[config.mk]
export PLATFORM = sky130hd
export DESIGN_NAME = sipp_top
export DESIGN_NICKNAME = d
export VERILOG_FILES = /design/src/design/sipp_pkg.sv /design/src/design/sipp_thr_if.sv /design/src/design/sipp_throttle.sv /design/src/design/sipp_top.sv
export SDC_FILE = /design/constraint.sdc
export NUM_CORES = 1
export LEC_CHECK = 0
export ABC_CLOCK_PERIOD_IN_PS = 6410
export BUFFER_PORTS_ARGS = -buffer_cell sky130_fd_sc_hd__buf_2
export CAP_MARGIN = 20
export CORE_MARGIN = 2
export CORE_UTILIZATION = 50
export DETAILED_ROUTE_END_ITERATION = 6
export PLACE_DENSITY = 0.7
export SLEW_MARGIN = 20
export SYNTH_ARGS = -nofsm -noshare
export SYNTH_HDL_FRONTEND = slang
export SYNTH_SLANG_ARGS = --single-unit
[constraint.sdc]
create_clock -name sys_clk -period 6.41 [get_ports sys_clk]
set_input_delay 0 -clock sys_clk [delete_from_list [all_inputs] [get_ports sys_clk]]
set_output_delay 0 -clock sys_clk [all_outputs]
set_load 0.02 [all_outputs]
[src/design/sipp_pkg.sv]
// Purpose: constants and types shared by the ingress port policy block
// Assumes: 32-bit APB data, register index times four gives the byte address
// Notes:   none
package sipp_pkg;
  // ==========================================================
  // register indices and addresses
  localparam logic [15:0] IDX_TAGGED_ONLY_ADMIT  = 16'h1842;
  localparam logic [15:0] IDX_SPANNING_TREE      = 16'h1843;
  localparam logic [15:0] IDX_PRIORITY_QUEUE_MAP = 16'h1845;
  localparam logic [15:0] IDX_MIRROR_CONFIG      = 16'h1846;
  localparam logic [15:0] IDX_TAG_DIRECTED_TYPE  = 16'h1847;
  localparam logic [15:0] IDX_BROADCAST_THROTTLE = 16'h1848;
  localparam logic [15:0] IDX_INGRESS_CONTROL    = 16'h1850;
  localparam int          ADDR_W                 = 16;
  // ==========================================================
  // writable masks and reset values
  localparam logic [31:0] MASK_ADMIT  = 32'h0000_0007;
  localparam logic [31:0] MASK_STP    = 32'h0000_003F;
  localparam logic [31:0] MASK_PQMAP  = 32'h0000_FFFF;
  localparam logic [31:0] MASK_MIRROR = 32'h0000_01FF;
  localparam logic [31:0] MASK_TDTYPE = 32'h0000_003F;
  localparam logic [31:0] MASK_THROT  = 32'h07FF_FFFF;
  localparam logic [31:0] MASK_CTRL   = 32'h0000_0039;
  localparam logic [31:0] RST_ADMIT   = 32'h0000_0000;
  localparam logic [31:0] RST_STP     = 32'h0000_0000;
  localparam logic [31:0] RST_PQMAP   = 32'h0000_FA41;
  localparam logic [31:0] RST_MIRROR  = 32'h0000_0000;
  localparam logic [31:0] RST_TDTYPE  = 32'h0000_0000;
  localparam logic [31:0] RST_THROT   = 32'h0008_0402;
  localparam logic [31:0] RST_CTRL    = 32'h0000_0038;
  localparam logic [14:0] RST_BUDGET  = 15'h0080;
  // ==========================================================
  // field positions
  localparam int MIR_TX_BIT       = 0;
  localparam int MIR_RX_BIT       = 1;
  localparam int MIR_PORTS_LSB    = 2;
  localparam int MIR_SNIFF_LSB    = 5;
  localparam int MIR_FILT_BIT     = 8;
  localparam int CTRL_VLAN_BIT    = 0;
  localparam int CTRL_LEARN_LSB   = 3;
  localparam int THR_PORT_STRIDE  = 9;
  localparam int THR_EN_OFS       = 8;
  localparam int THR_UNIT_SHIFT   = 6;
  // ==========================================================
  // spanning tree states and timing
  typedef enum logic [1:0] {
    STP_FORWARD  = 2'h0,
    STP_LISTEN   = 2'h1,
    STP_LEARN    = 2'h2,
    STP_DISABLED = 2'h3
  } sipp_stp_t;
  localparam logic [1:0] TAG_DIRECTED_ON = 2'h3;
  localparam int         CLK_PERIOD_NS   = 20;
  localparam int         INTERVAL_NS     = 1720000;
  localparam int         INTERVAL_CYC    = INTERVAL_NS / CLK_PERIOD_NS;
endpackage

[src/design/sipp_thr_if.sv]
// Purpose: carrier between policy core and one broadcast throttle unit
// Assumes: single clock domain
// Notes:   none
`timescale 1ns/10ps
`default_nettype none
interface sipp_thr_if;
  logic        tick;
  logic        en;
  logic [7:0]  level;
  logic        req;
  logic [10:0] bytes;
  logic        pass;
  modport core (output tick, output en, output level, output req, output bytes, input pass);
  modport unit (input tick, input en, input level, input req, input bytes, output pass);
endinterface
`default_nettype wire

[src/design/sipp_throttle.sv]
// Purpose: per-port broadcast byte budget
// Assumes: req asserted for one cycle per broadcast packet
// Notes:   pass is combinational from budget state
`timescale 1ns/10ps
`default_nettype none
module sipp_throttle
  import sipp_pkg::*;
(
  // clock and reset
  input  wire logic   sys_clk,
  input  wire logic   rst,
  // core side
  sipp_thr_if.unit    thr
);
  logic [14:0] budget_ff;
  logic [14:0] nxt_budget;
  logic [14:0] full_budget;

  // ==========================================================
  // budget
  // level counts 64-byte units
  assign full_budget = 15'(thr.level) << THR_UNIT_SHIFT;
  // a packet is admitted while any budget is left; it may overdraw to zero
  assign thr.pass = !thr.en || (budget_ff != 15'h0000);

  always_comb begin
    nxt_budget = budget_ff;
    if (thr.req && thr.en && budget_ff != 15'h0000) begin
      nxt_budget = (budget_ff > {4'h0, thr.bytes}) ? budget_ff - {4'h0, thr.bytes} : 15'h0000;
    end
    if (thr.tick) begin
      nxt_budget = full_budget;
    end
  end

  always_ff @(posedge sys_clk or posedge rst) begin
    if (rst) begin
      budget_ff <= RST_BUDGET;
    end else begin
      budget_ff <= nxt_budget;
    end
  end
endmodule
`default_nettype wire

[src/design/sipp_top.sv]
// Purpose: per-port ingress policy registers of a three-port switch engine and their use
// Assumes: one packet descriptor per cycle at most; APB slave for registers
// Notes:   decisions come out one cycle after the descriptor
`timescale 1ns/10ps
`default_nettype none
module sipp_top
  import sipp_pkg::*;
#(
  parameter int NUM_PORTS    = 3,
  parameter int INTERVAL_CNT = INTERVAL_CYC
) (
  // clock and reset
  input  wire logic                  sys_clk,
  input  wire logic                  rst,
  // apb slave
  input  wire logic                  psel,
  input  wire logic                  penable,
  input  wire logic                  pwrite,
  input  wire logic [ADDR_W-1:0]     paddr,
  input  wire logic [31:0]           pwdata,
  output logic                       pready,
  output logic [31:0]                prdata,
  output logic                       pslverr,
  // received packet descriptor
  input  wire logic                  pkt_valid,
  input  wire logic [1:0]            pkt_port,
  input  wire logic                  pkt_untagged,
  input  wire logic                  pkt_prio_tagged,
  input  wire logic                  pkt_broadcast,
  input  wire logic [10:0]           pkt_bytes,
  input  wire logic [2:0]            pkt_priority,
  input  wire logic [NUM_PORTS-1:0]  pkt_dest,
  input  wire logic [NUM_PORTS-1:0]  pkt_tag_dest,
  input  wire logic                  pkt_other_drop,
  // decision
  output logic                       res_valid,
  output logic [NUM_PORTS-1:0]       res_dest,
  output logic [1:0]                 res_queue,
  output logic                       res_drop,
  output logic                       res_learn,
  output logic                       res_tag_directed,
  // transmit mirroring
  input  wire logic                  tx_valid,
  input  wire logic [1:0]            tx_port,
  output logic                       tx_mirror_valid,
  output logic [NUM_PORTS-1:0]       tx_mirror_dest
);
  // ==========================================================
  // declarations
  logic [31:0]          admit_ff;
  logic [31:0]          stp_ff;
  logic [31:0]          pqmap_ff;
  logic [31:0]          mirror_ff;
  logic [31:0]          tdtype_ff;
  logic [31:0]          throt_ff;
  logic [31:0]          ctrl_ff;
  logic                 pready_ff;
  logic                 pslverr_ff;
  logic [31:0]          prdata_ff;
  logic [31:0]          rd_word;
  logic                 rd_hit;
  logic [15:0]          reg_idx;
  logic [6:0]           reg_hit;
  logic                 wr_go;
  logic [6:0]           wr_en;
  logic [31:0]          tick_cnt_ff;
  logic                 tick_ff;
  logic [NUM_PORTS-1:0] thr_pass;

  logic                 res_valid_ff;
  logic                 res_drop_ff;
  logic                 res_learn_ff;
  logic                 res_td_ff;
  logic                 txm_valid_ff;
  logic [NUM_PORTS-1:0] res_dest_ff;
  logic [NUM_PORTS-1:0] txm_dest_ff;
  logic [1:0]           res_queue_ff;

  logic                 vlan_on;
  logic                 port_ok;
  logic                 admit_drop;
  logic                 stp_drop;
  logic                 thr_drop;
  logic                 any_drop;
  logic                 mirror_rx;
  logic                 tag_dir;
  logic [1:0]           port_state;
  logic [NUM_PORTS-1:0] sniffer;
  logic [NUM_PORTS-1:0] nxt_dest;

  localparam logic [31:0] TICK_LAST = 32'(INTERVAL_CNT - 1);

  function automatic logic port_bit(input logic [31:0] word, input int lsb, input logic [1:0] port);
    port_bit = word[lsb + int'(port)];
  endfunction

  function automatic logic [1:0] port_pair(input logic [31:0] word, input logic [1:0] port);
    port_pair = word[2*int'(port) +: 2];
  endfunction

  // one decode serves both the read mux and the write enables
  function automatic logic [6:0] reg_sel(input logic [15:0] idx);
    reg_sel = 7'h00;
    case (idx)
      IDX_TAGGED_ONLY_ADMIT:  reg_sel = 7'h01;
      IDX_SPANNING_TREE:      reg_sel = 7'h02;
      IDX_PRIORITY_QUEUE_MAP: reg_sel = 7'h04;
      IDX_MIRROR_CONFIG:      reg_sel = 7'h08;
      IDX_TAG_DIRECTED_TYPE:  reg_sel = 7'h10;
      IDX_BROADCAST_THROTTLE: reg_sel = 7'h20;
      IDX_INGRESS_CONTROL:    reg_sel = 7'h40;
      default:                reg_sel = 7'h00;
    endcase
  endfunction

  // ==========================================================
  // apb slave: no wait state, answer in first access cycle
  assign reg_idx = {2'h0, paddr[ADDR_W-1:2]};
  // misaligned addresses select nothing, so they are refused like unmapped ones
  assign reg_hit = (paddr[1:0] == 2'h0) ? reg_sel(reg_idx) : 7'h00;
  assign wr_go   = psel && penable && pready_ff && pwrite;
  assign wr_en   = wr_go ? reg_hit : 7'h00;
  assign rd_hit  = (reg_hit != 7'h00);
  assign rd_word = ({32{reg_hit[0]}} & admit_ff)
                   | ({32{reg_hit[1]}} & stp_ff)
                   | ({32{reg_hit[2]}} & pqmap_ff)
                   | ({32{reg_hit[3]}} & mirror_ff)
                   | ({32{reg_hit[4]}} & tdtype_ff)
                   | ({32{reg_hit[5]}} & throt_ff)
                   | ({32{reg_hit[6]}} & ctrl_ff);

  always_ff @(posedge sys_clk or posedge rst) begin
    if (rst) begin
      pready_ff  <= 1'b0;
      pslverr_ff <= 1'b0;
      prdata_ff  <= 32'h0000_0000;
    end else begin
      pready_ff  <= psel && !penable;
      pslverr_ff <= psel && !penable && !rd_hit;
      if (psel && !penable) begin
        prdata_ff <= rd_word;
      end
    end
  end

  // reserved bits masked on write, so they read back zero
  always_ff @(posedge sys_clk or posedge rst) begin
    if (rst) begin
      admit_ff <= RST_ADMIT;
    end else if (wr_en[0]) begin
      admit_ff <= pwdata & MASK_ADMIT;
    end
  end

  always_ff @(posedge sys_clk or posedge rst) begin
    if (rst) begin
      stp_ff <= RST_STP;
    end else if (wr_en[1]) begin
      stp_ff <= pwdata & MASK_STP;
    end
  end

  always_ff @(posedge sys_clk or posedge rst) begin
    if (rst) begin
      pqmap_ff <= RST_PQMAP;
    end else if (wr_en[2]) begin
      pqmap_ff <= pwdata & MASK_PQMAP;
    end
  end

  always_ff @(posedge sys_clk or posedge rst) begin
    if (rst) begin
      mirror_ff <= RST_MIRROR;
    end else if (wr_en[3]) begin
      mirror_ff <= pwdata & MASK_MIRROR;
    end
  end

  always_ff @(posedge sys_clk or posedge rst) begin
    if (rst) begin
      tdtype_ff <= RST_TDTYPE;
    end else if (wr_en[4]) begin
      tdtype_ff <= pwdata & MASK_TDTYPE;
    end
  end

  always_ff @(posedge sys_clk or posedge rst) begin
    if (rst) begin
      throt_ff <= RST_THROT;
    end else if (wr_en[5]) begin
      throt_ff <= pwdata & MASK_THROT;
    end
  end

  always_ff @(posedge sys_clk or posedge rst) begin
    if (rst) begin
      ctrl_ff <= RST_CTRL;
    end else if (wr_en[6]) begin
      ctrl_ff <= pwdata & MASK_CTRL;
    end
  end

  // ==========================================================
  // throttle interval timer
  always_ff @(posedge sys_clk or posedge rst) begin
    if (rst) begin
      tick_cnt_ff <= 32'h0000_0000;
    end else if (tick_cnt_ff == TICK_LAST) begin
      tick_cnt_ff <= 32'h0000_0000;
    end else begin
      tick_cnt_ff <= tick_cnt_ff + 32'h0000_0001;
    end
  end

  // registered, so the refill lands one cycle after the wrap
  always_ff @(posedge sys_clk or posedge rst) begin
    if (rst) begin
      tick_ff <= 1'b0;
    end else begin
      tick_ff <= (tick_cnt_ff == TICK_LAST);
    end
  end

  // ==========================================================
  // per-port throttle units
  for (genvar p = 0; p < NUM_PORTS; p++) begin : g_thr
    sipp_thr_if thr_bus ();
    assign thr_bus.tick  = tick_ff;
    assign thr_bus.en    = throt_ff[p*THR_PORT_STRIDE + THR_EN_OFS];
    assign thr_bus.level = throt_ff[p*THR_PORT_STRIDE +: 8];
    assign thr_bus.req   = pkt_valid && pkt_broadcast && (pkt_port == 2'(p)) && !admit_drop && !stp_drop;
    assign thr_bus.bytes = pkt_bytes;
    assign thr_pass[p]   = thr_bus.pass;
    sipp_throttle u_thr (
      .sys_clk (sys_clk),
      .rst     (rst),
      .thr     (thr_bus)
    );
  end

  // ==========================================================
  // packet policy
  assign vlan_on    = ctrl_ff[CTRL_VLAN_BIT];
  assign port_state = port_pair(stp_ff, pkt_port);
  assign admit_drop = vlan_on && port_bit(admit_ff, 0, pkt_port)
                      && (pkt_untagged || pkt_prio_tagged);
  // only forwarding passes data; learning state learns but does not forward
  assign stp_drop   = (port_state != STP_FORWARD);
  // port code 3 has no throttle unit; keep its unknown pass out of the decision
  assign port_ok    = (int'(pkt_port) < NUM_PORTS);
  assign thr_drop   = pkt_broadcast && port_ok && !thr_pass[pkt_port];
  assign any_drop   = admit_drop || stp_drop || thr_drop || pkt_other_drop;
  assign sniffer    = mirror_ff[MIR_SNIFF_LSB +: NUM_PORTS];
  assign mirror_rx  = mirror_ff[MIR_RX_BIT] && port_bit(mirror_ff, MIR_PORTS_LSB, pkt_port)
                      && (!any_drop || mirror_ff[MIR_FILT_BIT]);
  assign tag_dir    = (port_pair(tdtype_ff, pkt_port) == TAG_DIRECTED_ON);

  always_comb begin
    nxt_dest = tag_dir ? pkt_tag_dest : pkt_dest;
    if (any_drop) begin
      nxt_dest = '0;
    end
    if (mirror_rx) begin
      nxt_dest = nxt_dest | sniffer;
    end
  end

  always_ff @(posedge sys_clk or posedge rst) begin
    if (rst) begin
      res_valid_ff <= 1'b0;
      res_dest_ff  <= '0;
      res_drop_ff  <= 1'b0;
      res_td_ff    <= 1'b0;
    end else begin
      res_valid_ff <= pkt_valid;
      res_dest_ff  <= pkt_valid ? nxt_dest : '0;
      res_drop_ff  <= pkt_valid && any_drop;
      res_td_ff    <= pkt_valid && tag_dir;
    end
  end

  // queue lookup runs every cycle; it only matters beside res_valid
  always_ff @(posedge sys_clk or posedge rst) begin
    if (rst) begin
      res_queue_ff <= 2'h0;
    end else begin
      res_queue_ff <= pqmap_ff[2*pkt_priority +: 2];
    end
  end

  always_ff @(posedge sys_clk or posedge rst) begin
    if (rst) begin
      res_learn_ff <= 1'b0;
    end else begin
      res_learn_ff <= pkt_valid && port_bit(ctrl_ff, CTRL_LEARN_LSB, pkt_port)
                      && (port_state == STP_FORWARD || port_state == STP_LEARN);
    end
  end

  // transmit mirroring copy request
  always_ff @(posedge sys_clk or posedge rst) begin
    if (rst) begin
      txm_valid_ff <= 1'b0;
      txm_dest_ff  <= '0;
    end else begin
      txm_valid_ff <= tx_valid && mirror_ff[MIR_TX_BIT] && port_bit(mirror_ff, MIR_PORTS_LSB, tx_port);
      txm_dest_ff  <= sniffer;
    end
  end

  // ==========================================================
  // outputs
  assign pready           = pready_ff;
  assign prdata           = prdata_ff;
  assign pslverr          = pslverr_ff;
  assign res_valid        = res_valid_ff;
  assign res_dest         = res_dest_ff;
  assign res_queue        = res_queue_ff;
  assign res_drop         = res_drop_ff;
  assign res_learn        = res_learn_ff;
  assign res_tag_directed = res_td_ff;
  assign tx_mirror_valid  = txm_valid_ff;
  assign tx_mirror_dest   = txm_dest_ff;
endmodule
`default_nettype wire

Word-level counts from Yosys, hierarchy flattened
Cells that the tools add are included.
W data, S select, Z words.
Word-level totals
  flip-flop bits (word level): 196
  input bits: 83
  output and inout bits: 47
  logic and storage cells: 160
Cells by class
  $add $sub $neg: 7
  $lt $le $gt $ge: 9
  equal/unequal tests: 12
  shift-type cells: 3
  mux-type cells: 30
  bitwise operators: 14
  reductions and logical operators: 62
Operators with widths (count)
  $or A32 B32 Y32: 6
  $mux W15: 9
  $eq A14 B13 Y1 const B: 7
  $and A32 B6 Y32: 3
  $shiftx A32 B4 Y2: 2
  $pmux W7 S7: 1
  $gt A15 B11 Y1: 3
  $reduce_bool A15 Y1: 3
  $sub A15 B11 Y15: 3
  $logic_and A1 B1 Y1: 33
  $add A32 B1 Y32 const B: 1
  $and A32 B16 Y32: 1
  $and A32 B27 Y32: 1
  $and A32 B3 Y32: 1
  $and A32 B9 Y32: 1
  $eq A32 B17 Y1 const B: 1
  $mux W32: 1
  $shiftx A32 B5 Y2: 1
  $lt A3 B6 Y1 const B: 3
  $bmux W1 S5: 3
  $mux W7: 2
  $mux W3: 4
  $add A2 B2 Y3 const A: 3
  $logic_not A1 Y1: 9
  other kinds (12): 35

Longest topological paths before layout
Gate-level depths: netlist (run 1).
  depth in word-level cells: 13
  gate-level depth with buffers: 11
  mapped depth without buffers: 11

Cells and area by module
From an unflattened synthesis (run 1), not the netlist that was laid out.
Unflattened totals
  cell total of the unflattened synthesis: 1065
  area, all modules: 11034.3 µm²
By module, submodules not included
  sipp_top: instances 1, cells each 566, area each 6761.5 µm², seq. area each 3671.0 µm²
  sipp_throttle (g_thr[1].u_thr ...): instances 2, cells each 170, area each 1502.7 µm², seq. area each 376.6 µm²
  sipp_throttle (g_thr[0].u_thr): instances 1, cells each 159, area each 1267.5 µm², seq. area each 376.6 µm²

Least setup slack after synthesis (run 1)
Ideal clock, no wire load.
  path type: flip-flop to flip-flop
  start: register g_thr[2].u_thr.budget_ff[0]
  end: register g_thr[2].u_thr.budget_ff[12]
  setup time: 0.130 ns
  arrival: 2.358 ns
  data required time: 6.280 ns
  path slack: 3.922 ns
  cell stages (with the launch flop): 12
  path buffers: 0
  clock period less this slack: 2.488 ns
  cells stage by stage: dfrtp_1 -> inv_1 -> ha_1 -> inv_1 -> fa_1 -> a21o_1 -> a22o_1 -> o22a_1 -> a41o_1 -> or3_1 -> a21oi_1 -> o21ai_0
Between the ends
  word-level cells in the longest chain between the ends: 4
  elaborated cells between the ends (all ways): 8
  those cells by class: 1 x add/sub; 1 x order compare; 3 x mux; 3 x reduce/logical
Ends and longest elaborated chain
  from (decl): line sipp_throttle.sv:15  | logic [14:0] budget_ff;
  from (signal assigned): line sipp_throttle.sv:40  | budget_ff <= nxt_budget;
  $sub A15 B11 Y15 or $gt A15 B11 Y1 (tied branches): line sipp_throttle.sv:29  | nxt_budget = (budget_ff > {4'h0, thr.bytes}) ? budget_ff - {4'h0, thr.bytes} : 15'h0000;
  $mux W15: line sipp_throttle.sv:29
  $mux W15: line sipp_throttle.sv:28  | if (thr.req && thr.en && budget_ff != 15'h0000) begin
  $mux W15: line sipp_throttle.sv:31  | if (thr.tick) begin
Several ways; a longest one is shown, not always the timed one. The select of a mux whose other input is x is not followed.
A chain may end at the register's enable or synchronous reset.

Worst setup path in the final report (run 1)
  start: register g_thr[0].u_thr.budget_ff[1]
  end: register g_thr[0].u_thr.budget_ff[9]
Between the ends
  word-level cells in the longest chain between the ends: 4
  elaborated cells between the ends (all ways): 8
  those cells by class: 1 x add/sub; 1 x order compare; 3 x mux; 3 x reduce/logical
Ends and longest elaborated chain (line)
  from (decl): sipp_throttle.sv:15
  from (signal assigned): sipp_throttle.sv:40
  $sub A15 B11 Y15 or $gt A15 B11 Y1 (tied branches): sipp_throttle.sv:29
  $mux W15: sipp_throttle.sv:29
  $mux W15: sipp_throttle.sv:28
  $mux W15: sipp_throttle.sv:31
Several ways; a longest one is shown, not always the timed one. The select of a mux whose other input is x is not followed.

==> results of run 1 <==
## area by class of cell
type / instances / area, µm² / area share [%]
multi-input cells: 712 / 5210 / 42.9
diodes: 1 / 2.50 / 0.0206
clock buffers: 17 / 425 / 3.50
flip-flops and latches: 191 / 4800 / 39.5
clock inverters: 15 / 176 / 1.45
inverters: 36 / 143 / 1.17
repair buffers: 166 / 1050 / 8.63
well taps: 270 / 338 / 2.78
## power breakdown
part           leakage [µW]  switching (µW)  total [µW]  internal (µW)
Clock              0.000289             521        1080            559
Combinational       0.00292             489         865            376
Sequential          0.00251            96.1        1400           1310
## critical path: stages, from the launching register on
cell and delay, ps:
dfrtp_1 450, ha_1 320, nor2b_1 160, o31ai_1 140
a21oi_1 180, a31oi_1 230, a211oi_2 770, inv_1 310
o31ai_1 290
## kinds of logic (layout without fill, tap and decap cells)
group	Yosys count	count (layout)
other cells	1	6
xor+xnor	49	49
flops	191	191
mux	89	89
compound gates	220	220
simple gates	307	307
buf+inv	69	234
fa+ha+maj	42	42
## stage by stage
stage          hold slack, ps  instances  setup WS, ps
4_1_cts                  1.82       1407          3500
2_1_floorplan            31.4        972          1240
6_report                 10.6       1408          3470
3_3_place_gp              157       1335          3560
3_5_place_dp              158       1335          3500
5_1_grt                  35.5       1408          3260
## path summary, 6_finish.rpt
| check | cells after the start | slack [ps] | from | endpoint |
|---|---|---|---|---|
| min | 5 | 10 | pkt_other_drop | res_drop$_DFF_PP0_ |
| min reg2reg | 2 | 480 | prdata[25]$_DFFE_PP0P_ | prdata[25]$_DFFE_PP0P_ |
| max in group asynchronous | 4 | 4720 | rst | g_thr[1].u_thr.budget_ff[10]$_DFFE_PP0P_ |
| max | 8 | 3470 | g_thr[0].u_thr.budget_ff[1]$_DFFE_PP0P_ | g_thr[0].u_thr.budget_ff[9]$_DFFE_PP0P_ |
| max reg2reg | 8 | 3470 | g_thr[0].u_thr.budget_ff[1]$_DFFE_PP0P_ | g_thr[0].u_thr.budget_ff[9]$_DFFE_PP0P_ |
| min in group asynchronous | 3 | 260 | rst | prdata[0]$_DFFE_PP0P_ |
## registers in the layout (all words and copies together), names as in the netlist, 3 cells and up
signal	count
tick_cnt_ff	32
ctrl_ff	4
mirror_ff	9
res_dest	3
stp_ff	6
tdtype_ff	6
g_thr.u_thr.budget_ff	45
tx_mirror_dest	3
admit_ff	3
prdata	27
pqmap_ff	16
throt_ff	27
## per-layer routing
layer / up-vias / track usage (%) / wire, µm
met5: - / 0 / 0
met3: 38 / 3.80 / 1530
li1: 3896 / - / -
met1: 4066 / 34.0 / 12000
met4: 0 / 7.45 / 519
met2: 282 / 39.2 / 12000
## cells in the mapped netlist, drive strengths merged (4+ instances only)
cell type,count
a31oi,6
o21a,12
nand3b,6
xor2,22
nand4,16
nor3,26
nand2b,8
nor2,86
o31ai,9
mux2,73
xnor2,27
mux4,5
inv,35
or3,8
nand2,74
nor2b,11
a21o,5
o2bb2ai,4
buf,19
a22o,8
o21ai,54
clkbuf,14
a22oi,16
ha,39
o211ai,4
nand3,26
dfrtp,174
a221oi,20
dfstp,17
mux2i,11
nor4,14
nor4b,4
and4,5
and3,10
o31a,4
a21oi,41
a211oi,11
==> metrics.cfg, run 1 <==
[finish]
stdcell_area_mm2 = 0.0121
syn2layout_area_growth_pct = 17.7
layout.cells.most_common = dfrtp_1
nets = 1249
finish.utilization_pct = 60.0
drive_gt1_share_pct = 23.2
final_cell_mix = dfrtp_1, buf_2, nor2_1, nand2_1, mux2_2
fillers = 1687

[synth]
synth_top_family_by_area = simple AND/OR/NAND/NOR gates
synth_fa_ha_area_share_pct = 5.31
synth_ff_type = dfrtp_1
yosysWarnings = 0
synth_mux_area_share_pct = 10.1
yosys.area_share.simple_pct = 15.6
synth_edf_count = 0
netlist-cell-type-count = 81
async_flop_share_pct = 100
netlist_instances = 968
synth_compound_area_share_pct = 15.1
synth_top_area_share_pct = 42.2
yosysTopAreaCell = dfrtp_1
netlist_area_mm2 = 0.0103
syn_avg_cell_area_um2 = 10.7
synth_seq_cells = 191
ys_top_cells_by_area = dfrtp_1, mux2_2, ha_1
synth_xor_area_share_pct = 4.16
seq_area_frac_synth_pct = 46.5

[sta]
min_period_ps = 2940
grt_setup_unrepaired = false
tightest_slew_ps = 921
final_hold_viol_count = 0
slew_viol_final = 0
setup_viol = 0
finalSetupTns_ps = 0
max_freq_mhz = 340
fin_skew_ps = 9.12
post-route-period-util_pct = 45.9
slew_headroom_pct = 38.6

[global_route]
grt_use_total_pct = 24.3
grt_overflow = 0
grt_pass1_vias = 8050
grt_first_pass_wirelength_um = 41900
antenna_found_initial = 1
grt_max_degree = 119

[clocking]
post_cts_resized = 0
clock_latency_ps = 440
cts_root_buffer = clkbuf_16
cts-buffers-inserted = 17
cts_tree = yes
hold_buffers = 40
clkTransAtPathRegs_ps = 80
cts_max_path_buffers = 2
cts_max_level = 4
cts.sinks = 191
postCtsSetupRepairBufs = 0

[floorplan]
die_area_mm2 = 0.0218
fp.dieW_um = 148
core_mm2 = 0.0202
rows = 52
ios = 130
start_util_pct = 51.0
die_y_um = 148

[route]
drt_first_iter_violations = 519
vias_per_cell = 5.88
wl_per_cell_um = 18.5
ant_nets = 0
firstDrtPassIters = 5
drc = 0
vias = 8282
wirelength_um = 26100

[setup_path]
cp_max_fo = 11
critPathKind = register to register
endpoint_kind = register
critical_path_required_ps = 6750
cp-start-kind = register
arrival_ps = 3280

[power_and_ir_drop]
ir_worst_vdd_mv = 0.194
p_leak_uw = 0.00571
total_power_uw = 3350
power_density_mw_per_mm2 = 276

[placed_design]
numPortBuffers = 119
gp_congestion = 0.865
place_hpwl_um = 18500
place_area_mm2 = 0.0111

[run]
drv_cap = 0

[hold_path]
hp-class = primary input to register

[outcome]
status = completed

No activity file was read; power rests on OpenSTA's default activity.
==> inputs of run 2 (changes only) <==
- ABC_CLOCK_PERIOD_IN_PS: 6410 -> 2400
- PLACE_DENSITY: 0.7 -> 0.73
- clock period: 6.41 -> 2.4 ns (I/O delays scaled with it)
==> metrics.cfg, run 2 (same netlist as run 1, synthesis figures left out) <==
[outcome]
status = finished, violations left
failed_checks = setup timing

[finish]
layout.cells.most_common = dfrtp_1
fillers = 1622  ; -3.9%
multi_input_area_mm2 = 0.00536  ; +2.9%
largest_reg_flops = 45  ; unchanged
diodes = 0  ; -1
top_register = g_thr.u_thr.budget_ff
syn2layout_area_growth_pct = 24.0
regArea_mm2 = 0.00480  ; about the same
drive_gt1_share_pct = 30.1  ; +6.9 points
final_cell_mix = dfrtp_1, buf_2, nor2_1, nand2_1, buf_4
reg_top3 = g_thr.u_thr.budget_ff: 45 flops, tick_cnt_ff: 32 flops
nets = 1316  ; +5.4%

[global_route]
grt_use_total_pct = 26.0  ; +1.8 points
antenna_found_initial = 0  ; -1
grt_max_degree = 150  ; +26%
grt_pass1_vias = 8609  ; +6.9%
grt_overflow = 0  ; unchanged
grt_first_pass_wirelength_um = 44900  ; +7.1%

[route]
vias_per_cell = 5.92  ; +0.59%
drt_first_iter_violations = 605  ; +17%
firstDrtPassIters = 6  ; +1
drc = 0  ; unchanged
vias = 8721  ; +5.3%
wl_met1_um = 12400  ; +3.1%
wl_per_cell_um = 19.0  ; +2.6%
ant_nets = 0  ; unchanged
dr_wl_met3_um = 1680  ; +9.5%
wirelength_um = 28000  ; +7.4%
top_layer = met4
route.met2.wl_um = 13200  ; +10%

[run]
drv_cap = 0  ; unchanged

[sta]
fin_hold_ws_ps = 7.58  ; -3.02 ps
worst_slack_ps = -46.5  ; -3510 ps
min_period_ps = 2450  ; -497 ps
max_freq_mhz = 409  ; +20%
slew_headroom_pct = 45.0  ; +6.4 points
setup_viol = 3  ; +3
finalSetupTns_ps = -77.9  ; -77.9 ps
grt_setup_unrepaired = true
tightest_slew_ps = 825  ; -96.3 ps
fin_skew_ps = 12.7  ; +3.60 ps
post-route-period-util_pct = 102  ; +56 points
slew_viol_final = 0  ; unchanged
final_hold_viol_count = 0  ; unchanged

[placed_design]
numPortBuffers = 119  ; unchanged
gp_congestion = 0.899  ; +3.9%
place_hpwl_um = 19600  ; +6.1%

[power_and_ir_drop]
power_density_mw_per_mm2 = 729  ; +160%
p_leak_uw = 0.00604  ; +5.8%
ir_worst_vdd_mv = 0.538  ; +180%

[clocking]
cts.sinks = 191  ; unchanged
clkTransAtPathRegs_ps = 80  ; about the same
cts_root_buffer = clkbuf_16
cts_max_path_buffers = 2  ; unchanged
cts-buffers-inserted = 17  ; unchanged
clock_latency_ps = 440  ; about the same
cts_max_level = 4  ; unchanged
cts_tree = yes

[hold_path]
hold_start = pkt_bytes[0]
hold_depth = 3  ; -2
worst_hold_path.endpoint = g_thr[2].u_thr.budget_ff[0]$_DFFE_PP0P_
hp-class = primary input to register

[setup_path]
critPathKind = register to register
cpPeakStageDelay_ps = 380  ; -390 ps
crit_path_frequent_cell = inv_1
rr_worst_depth = 12  ; +4
slowest_stage = dfrtp_1
rr_startpoint = g_thr[0].u_thr.budget_ff[0]$_DFFE_PP0P_
timing.rr.end = g_thr[0].u_thr.budget_ff[10]$_DFFE_PP0P_
endpoint_kind = register
cp_max_fo = 2  ; -9
rrSetupSlack_ps = -50  ; -3510 ps
arrival_ps = 2760  ; -520 ps
crit_chain = inv_1, ha_2, inv_2, fa_2, a21oi_4, o22ai_4, o41ai_2, buf_4, a21oi_2, xor2_1, a222oi_1, inv_1
critical_path_required_ps = 2720  ; -4030 ps
cp-start-kind = register

[floorplan]
die_y_um = 148  ; unchanged
start_util_pct = 51.0  ; unchanged
core_mm2 = 0.0202  ; unchanged
fp.dieW_um = 148  ; unchanged
die_area_mm2 = 0.0218  ; unchanged
ios = 130  ; unchanged
rows = 52  ; unchanged

## run 2: worst max-delay path, delay by kind of cell (launching register included)
family                   cells  cell delay [ps]
buffers and inverters        4              370
adder cells (fa/ha/maj)      2              540
AO/OA/AOI/OAI                5              920
XOR/XNOR                     1              140
flip-flops                   1              380
## run 2: power by group
part | total [µW] | leakage, µW | internal (µW) | switching (µW)
Combinational | 2810 | 0.00326 | 1300 | 1510
Clock | 2790 | 0.000281 | 1390 | 1400
Sequential | 3740 | 0.00251 | 3490 | 250
Total | 9340 | 0.00604 | 6180 | 3160
## run 2: metal layers
metal	GRT usage (%)	vias up
met5	0	-
met4	7.55	0
met3	4.10	62
met2	43.1	348
met1	35.6	4301
li1	-	4010
## run 2: what timing repair did
action                     CTS  global route
setup buffers               10             5
hold buffers                39             0
resized for setup           15            30
pin swaps                   13            15
setup endpoints to repair    5            32
hold endpoints to repair   256             0
## run 2: how the worst max path moves through the flow
stage,endpoint,from
5_1_grt,g_thr[0].u_thr.budget_ff[6]$_DFFE_PP0P_,g_thr[0].u_thr.budget_ff[4]$_DFFE_PP0P_
2_1_floorplan,admit_ff[0]$_DFFE_PP0P_,rst
3_3_place_gp,g_thr[2].u_thr.budget_ff[12]$_DFFE_PP0P_,g_thr[2].u_thr.budget_ff[0]$_DFFE_PP0P_
3_5_place_dp,g_thr[2].u_thr.budget_ff[14]$_DFFE_PP0P_,g_thr[2].u_thr.budget_ff[0]$_DFFE_PP0P_
6_report,g_thr[0].u_thr.budget_ff[10]$_DFFE_PP0P_,g_thr[0].u_thr.budget_ff[0]$_DFFE_PP0P_
4_1_cts,g_thr[0].u_thr.budget_ff[10]$_DFFE_PP0P_,g_thr[0].u_thr.budget_ff[0]$_DFFE_PP0P_
## run 2: layout make-up
type / instances / share of cell area, %
clock buffers: 18 / 3.35
clock inverters: 14 / 1.17
inverters: 36 / 1.09
multi-input cells: 712 / 41.9
flip-flops and latches: 191 / 37.5
well taps: 270 / 2.64
repair buffers: 233 / 12.3
## run 2: metrics by stage
stage	utilization [%]	instance area (µm²)	setup slack (ps)	instances	power, µW
detailed placement	57.2	11600	-121	1391	6330
floorplan	-	10300	-48.6	972	5470
finish	63.2	12800	-46.5	1474	9340
global route	63.2	12800	-140	1474	9850
global placement	57.2	11600	-35.0	1391	6290
CTS	62.6	12700	-67.4	1472	9220
==> inputs of run 3 (changes only) <==
- GPL_TIMING_DRIVEN: default -> 0
- SETUP_SLACK_MARGIN: default -> 0.3
==> metrics.cfg, run 3 (same netlist as run 1, synthesis figures left out) <==
[sta]
final_hold_viol_count = 0  ; unchanged
max_freq_mhz = 400  ; -2.0%
fin_hold_ws_ps = 18.2  ; +10.6 ps
setup_viol = 6  ; +3
post-route-period-util_pct = 104  ; +2.1 points
fin_skew_ps = 8.32  ; -4.40 ps
finalSetupTns_ps = -307  ; -229 ps
grt_setup_unrepaired = true
slew_viol_final = 0  ; unchanged
min_period_ps = 2500  ; +50.6 ps
slew_headroom_pct = 47.7  ; +2.7 points
tightest_slew_ps = 784  ; -40.7 ps
worst_slack_ps = -97.1  ; -50.6 ps

[clocking]
cts_root_buffer = clkbuf_16
clock_latency_ps = 450  ; about the same
cts_tree = yes
cts-buffers-inserted = 17  ; unchanged
clkTransAtPathRegs_ps = 70  ; about the same
cts_max_level = 4  ; unchanged
cts_max_path_buffers = 2  ; unchanged
cts.sinks = 191  ; unchanged

[finish]
reg_top3 = g_thr.u_thr.budget_ff: 45 flops, tick_cnt_ff: 32 flops
nets = 1353  ; +2.8%
regArea_mm2 = 0.00481  ; about the same
multi_input_area_mm2 = 0.00589  ; +9.8%
fillers = 1507  ; -7.1%
drive_gt1_share_pct = 36.3  ; +6.1 points
final_cell_mix = dfrtp_1, buf_2, nor2_1, nand2_1, mux2_2
top_register = g_thr.u_thr.budget_ff
stdcell_area_mm2 = 0.0137  ; +7.1%
syn2layout_area_growth_pct = 32.9
layout.cells.most_common = dfrtp_1
largest_reg_flops = 45  ; unchanged
diodes = 0  ; unchanged

[run]
drv_cap = 0  ; unchanged

[power_and_ir_drop]
p_comb_share_pct = 33.5  ; +3.4 points
p_int_uw = 6600  ; +6.8%
p_switching_uw = 3390  ; +7.5%
power_density_mw_per_mm2 = 729  ; -0.13%
p_seq_share_pct = 38.0  ; -2.1 points
ir_worst_vdd_mv = 0.472  ; -12%
swShare_pct = 34.0  ; +0.15 points
p_leak_uw = 0.00632  ; +4.6%
clkPwrFrac_pct = 28.4  ; -1.5 points

[setup_path]
rr_startpoint = g_thr[2].u_thr.budget_ff[0]$_DFFE_PP0P_
critPathKind = register to register
crit_path_frequent_cell = inv_2
crit_start = g_thr[2].u_thr.budget_ff[0]$_DFFE_PP0P_
cp-start-kind = register
crit_chain = inv_2, ha_4, inv_2, fa_2, a21o_1, a22o_1, o22a_1, a41o_1, or3_4, a21oi_2, o21ai_1
endpoint_kind = register
critical_path_required_ps = 2720  ; about the same
cpPeakStageDelay_ps = 390  ; about the same
slowest_stage = dfrtp_1
arrival_ps = 2820  ; +60 ps
cp_max_fo = 2  ; unchanged

[route]
drt_first_iter_violations = 562  ; -7.1%
vias = 9020  ; +3.4%
drc = 0  ; unchanged
wirelength_um = 30200  ; +7.8%
ant_nets = 0  ; unchanged
firstDrtPassIters = 5  ; -1
wl_per_cell_um = 20.0  ; +5.1%
vias_per_cell = 5.97  ; +0.90%

[placed_design]
numPortBuffers = 118  ; -0.84%
dpl_worst_slack_ps = -244  ; -124 ps
gp_congestion = 0.974  ; +8.4%
place_area_mm2 = 0.0115  ; -0.77%
place_hpwl_um = 20200  ; +3.1%

[global_route]
grt_first_pass_wirelength_um = 45400  ; +1.1%
grt_max_degree = 35  ; -77%
antenna_found_initial = 0  ; unchanged
grt_overflow = 0  ; unchanged
grt_use_total_pct = 26.5  ; +0.50 points
grt_pass1_vias = 8777  ; +2.0%

[outcome]
status = finished, violations left
failed_checks = setup timing

[floorplan]
ios = 130  ; unchanged
rows = 52  ; unchanged
start_util_pct = 51.0  ; unchanged
die_y_um = 148  ; unchanged
core_mm2 = 0.0202  ; unchanged
fp.dieW_um = 148  ; unchanged
die_area_mm2 = 0.0218  ; unchanged

[hold_path]
hold_start = pkt_bytes[0]
hp-class = primary input to register

-- run 3: cell types whose count changed in the layout (fill, tap and decap cells not counted), moves of 13 or more --
cell      delta
buf_6       +20
o21ai_0     -19
buf_4       -13
clkbuf_1    +13
ha_1        -13
ha_4        +13
-- run 3: worst paths after layout --
path | slack [ps] | cells past startpoint | endpoint
setup / recovery | -100 | 11 | g_thr[2].u_thr.budget_ff[12]$_DFFE_PP0P_
hold / removal | 20 | 3 | g_thr[0].u_thr.budget_ff[0]$_DFFE_PP0P_
setup reg to reg | -100 | 11 | g_thr[2].u_thr.budget_ff[12]$_DFFE_PP0P_
hold reg to reg | 490 | 2 | prdata[19]$_DFFE_PP0P_
max in group asynchronous | 910 | 7 | pqmap_ff[11]$_DFFE_PP1P_
min in group asynchronous | 230 | 3 | tx_mirror_valid$_DFF_PP0_
-- run 3: layout make-up --
type | instances | area share, %
plain buffers | 33 | 1.46
clock buffers | 19 | 3.23
clock inverters | 13 | 1.02
inverters | 36 | 1.05
multi-input cells | 713 | 43.0
flip-flops and latches | 191 | 35.0
well taps | 270 | 2.46
repair buffers | 236 | 12.8
-- run 3: worst max-delay path: cells and delay by family (launching register included) --
family	cells	cell delay [ps]
fa+ha+maj	2	450
flops	1	390
buf+inv	2	120
simple gates	1	340
compound gates	6	1080
-- run 3: per-stage QoR --
step	total power (µW)	util, %	cells
after global placement	6050	56.1	1360
after floorplan	5520	-	972
after global routing	10500	67.8	1511
after CTS	9520	64.6	1484
after detailed placement	6140	56.8	1366
final	9990	67.8	1511
-- run 3: repair_timing --
item / CTS / global route
pin swaps: 47 / 52
endpoints found under the hold margin: 109 / 0
buffers inserted: 42 / 27
hold buffers: 42 / 0
cloned: 2 / 0
setup endpoints to repair: 69 / 73
gates resized for setup: 59 / 103
-- run 3: power by group through the flow --
| stage | combinational [µW] | sequential [µW] | clock (µW) |
|---|---|---|---|
| after floorplan | 1740 | 3780 | 0 |
| after global placement | 2250 | 3800 | 0 |
| after detailed placement | 2330 | 3800 | 0 |
| after CTS | 2880 | 3760 | 2870 |
| after global routing | 3630 | 3830 | 3000 |
| final | 3350 | 3800 | 2840 |
-- run 3: routing by layer --
layer | share of wire (%) | vias up | track usage, %
met2 | 48 | 404 | 43.9
li1 | - | 4092 | -
met1 | 42 | 4453 | 35.6
met5 | 0 | - | 0
met4 | 2.7 | 0 | 8.17
met3 | 7.2 | 71 | 5.09
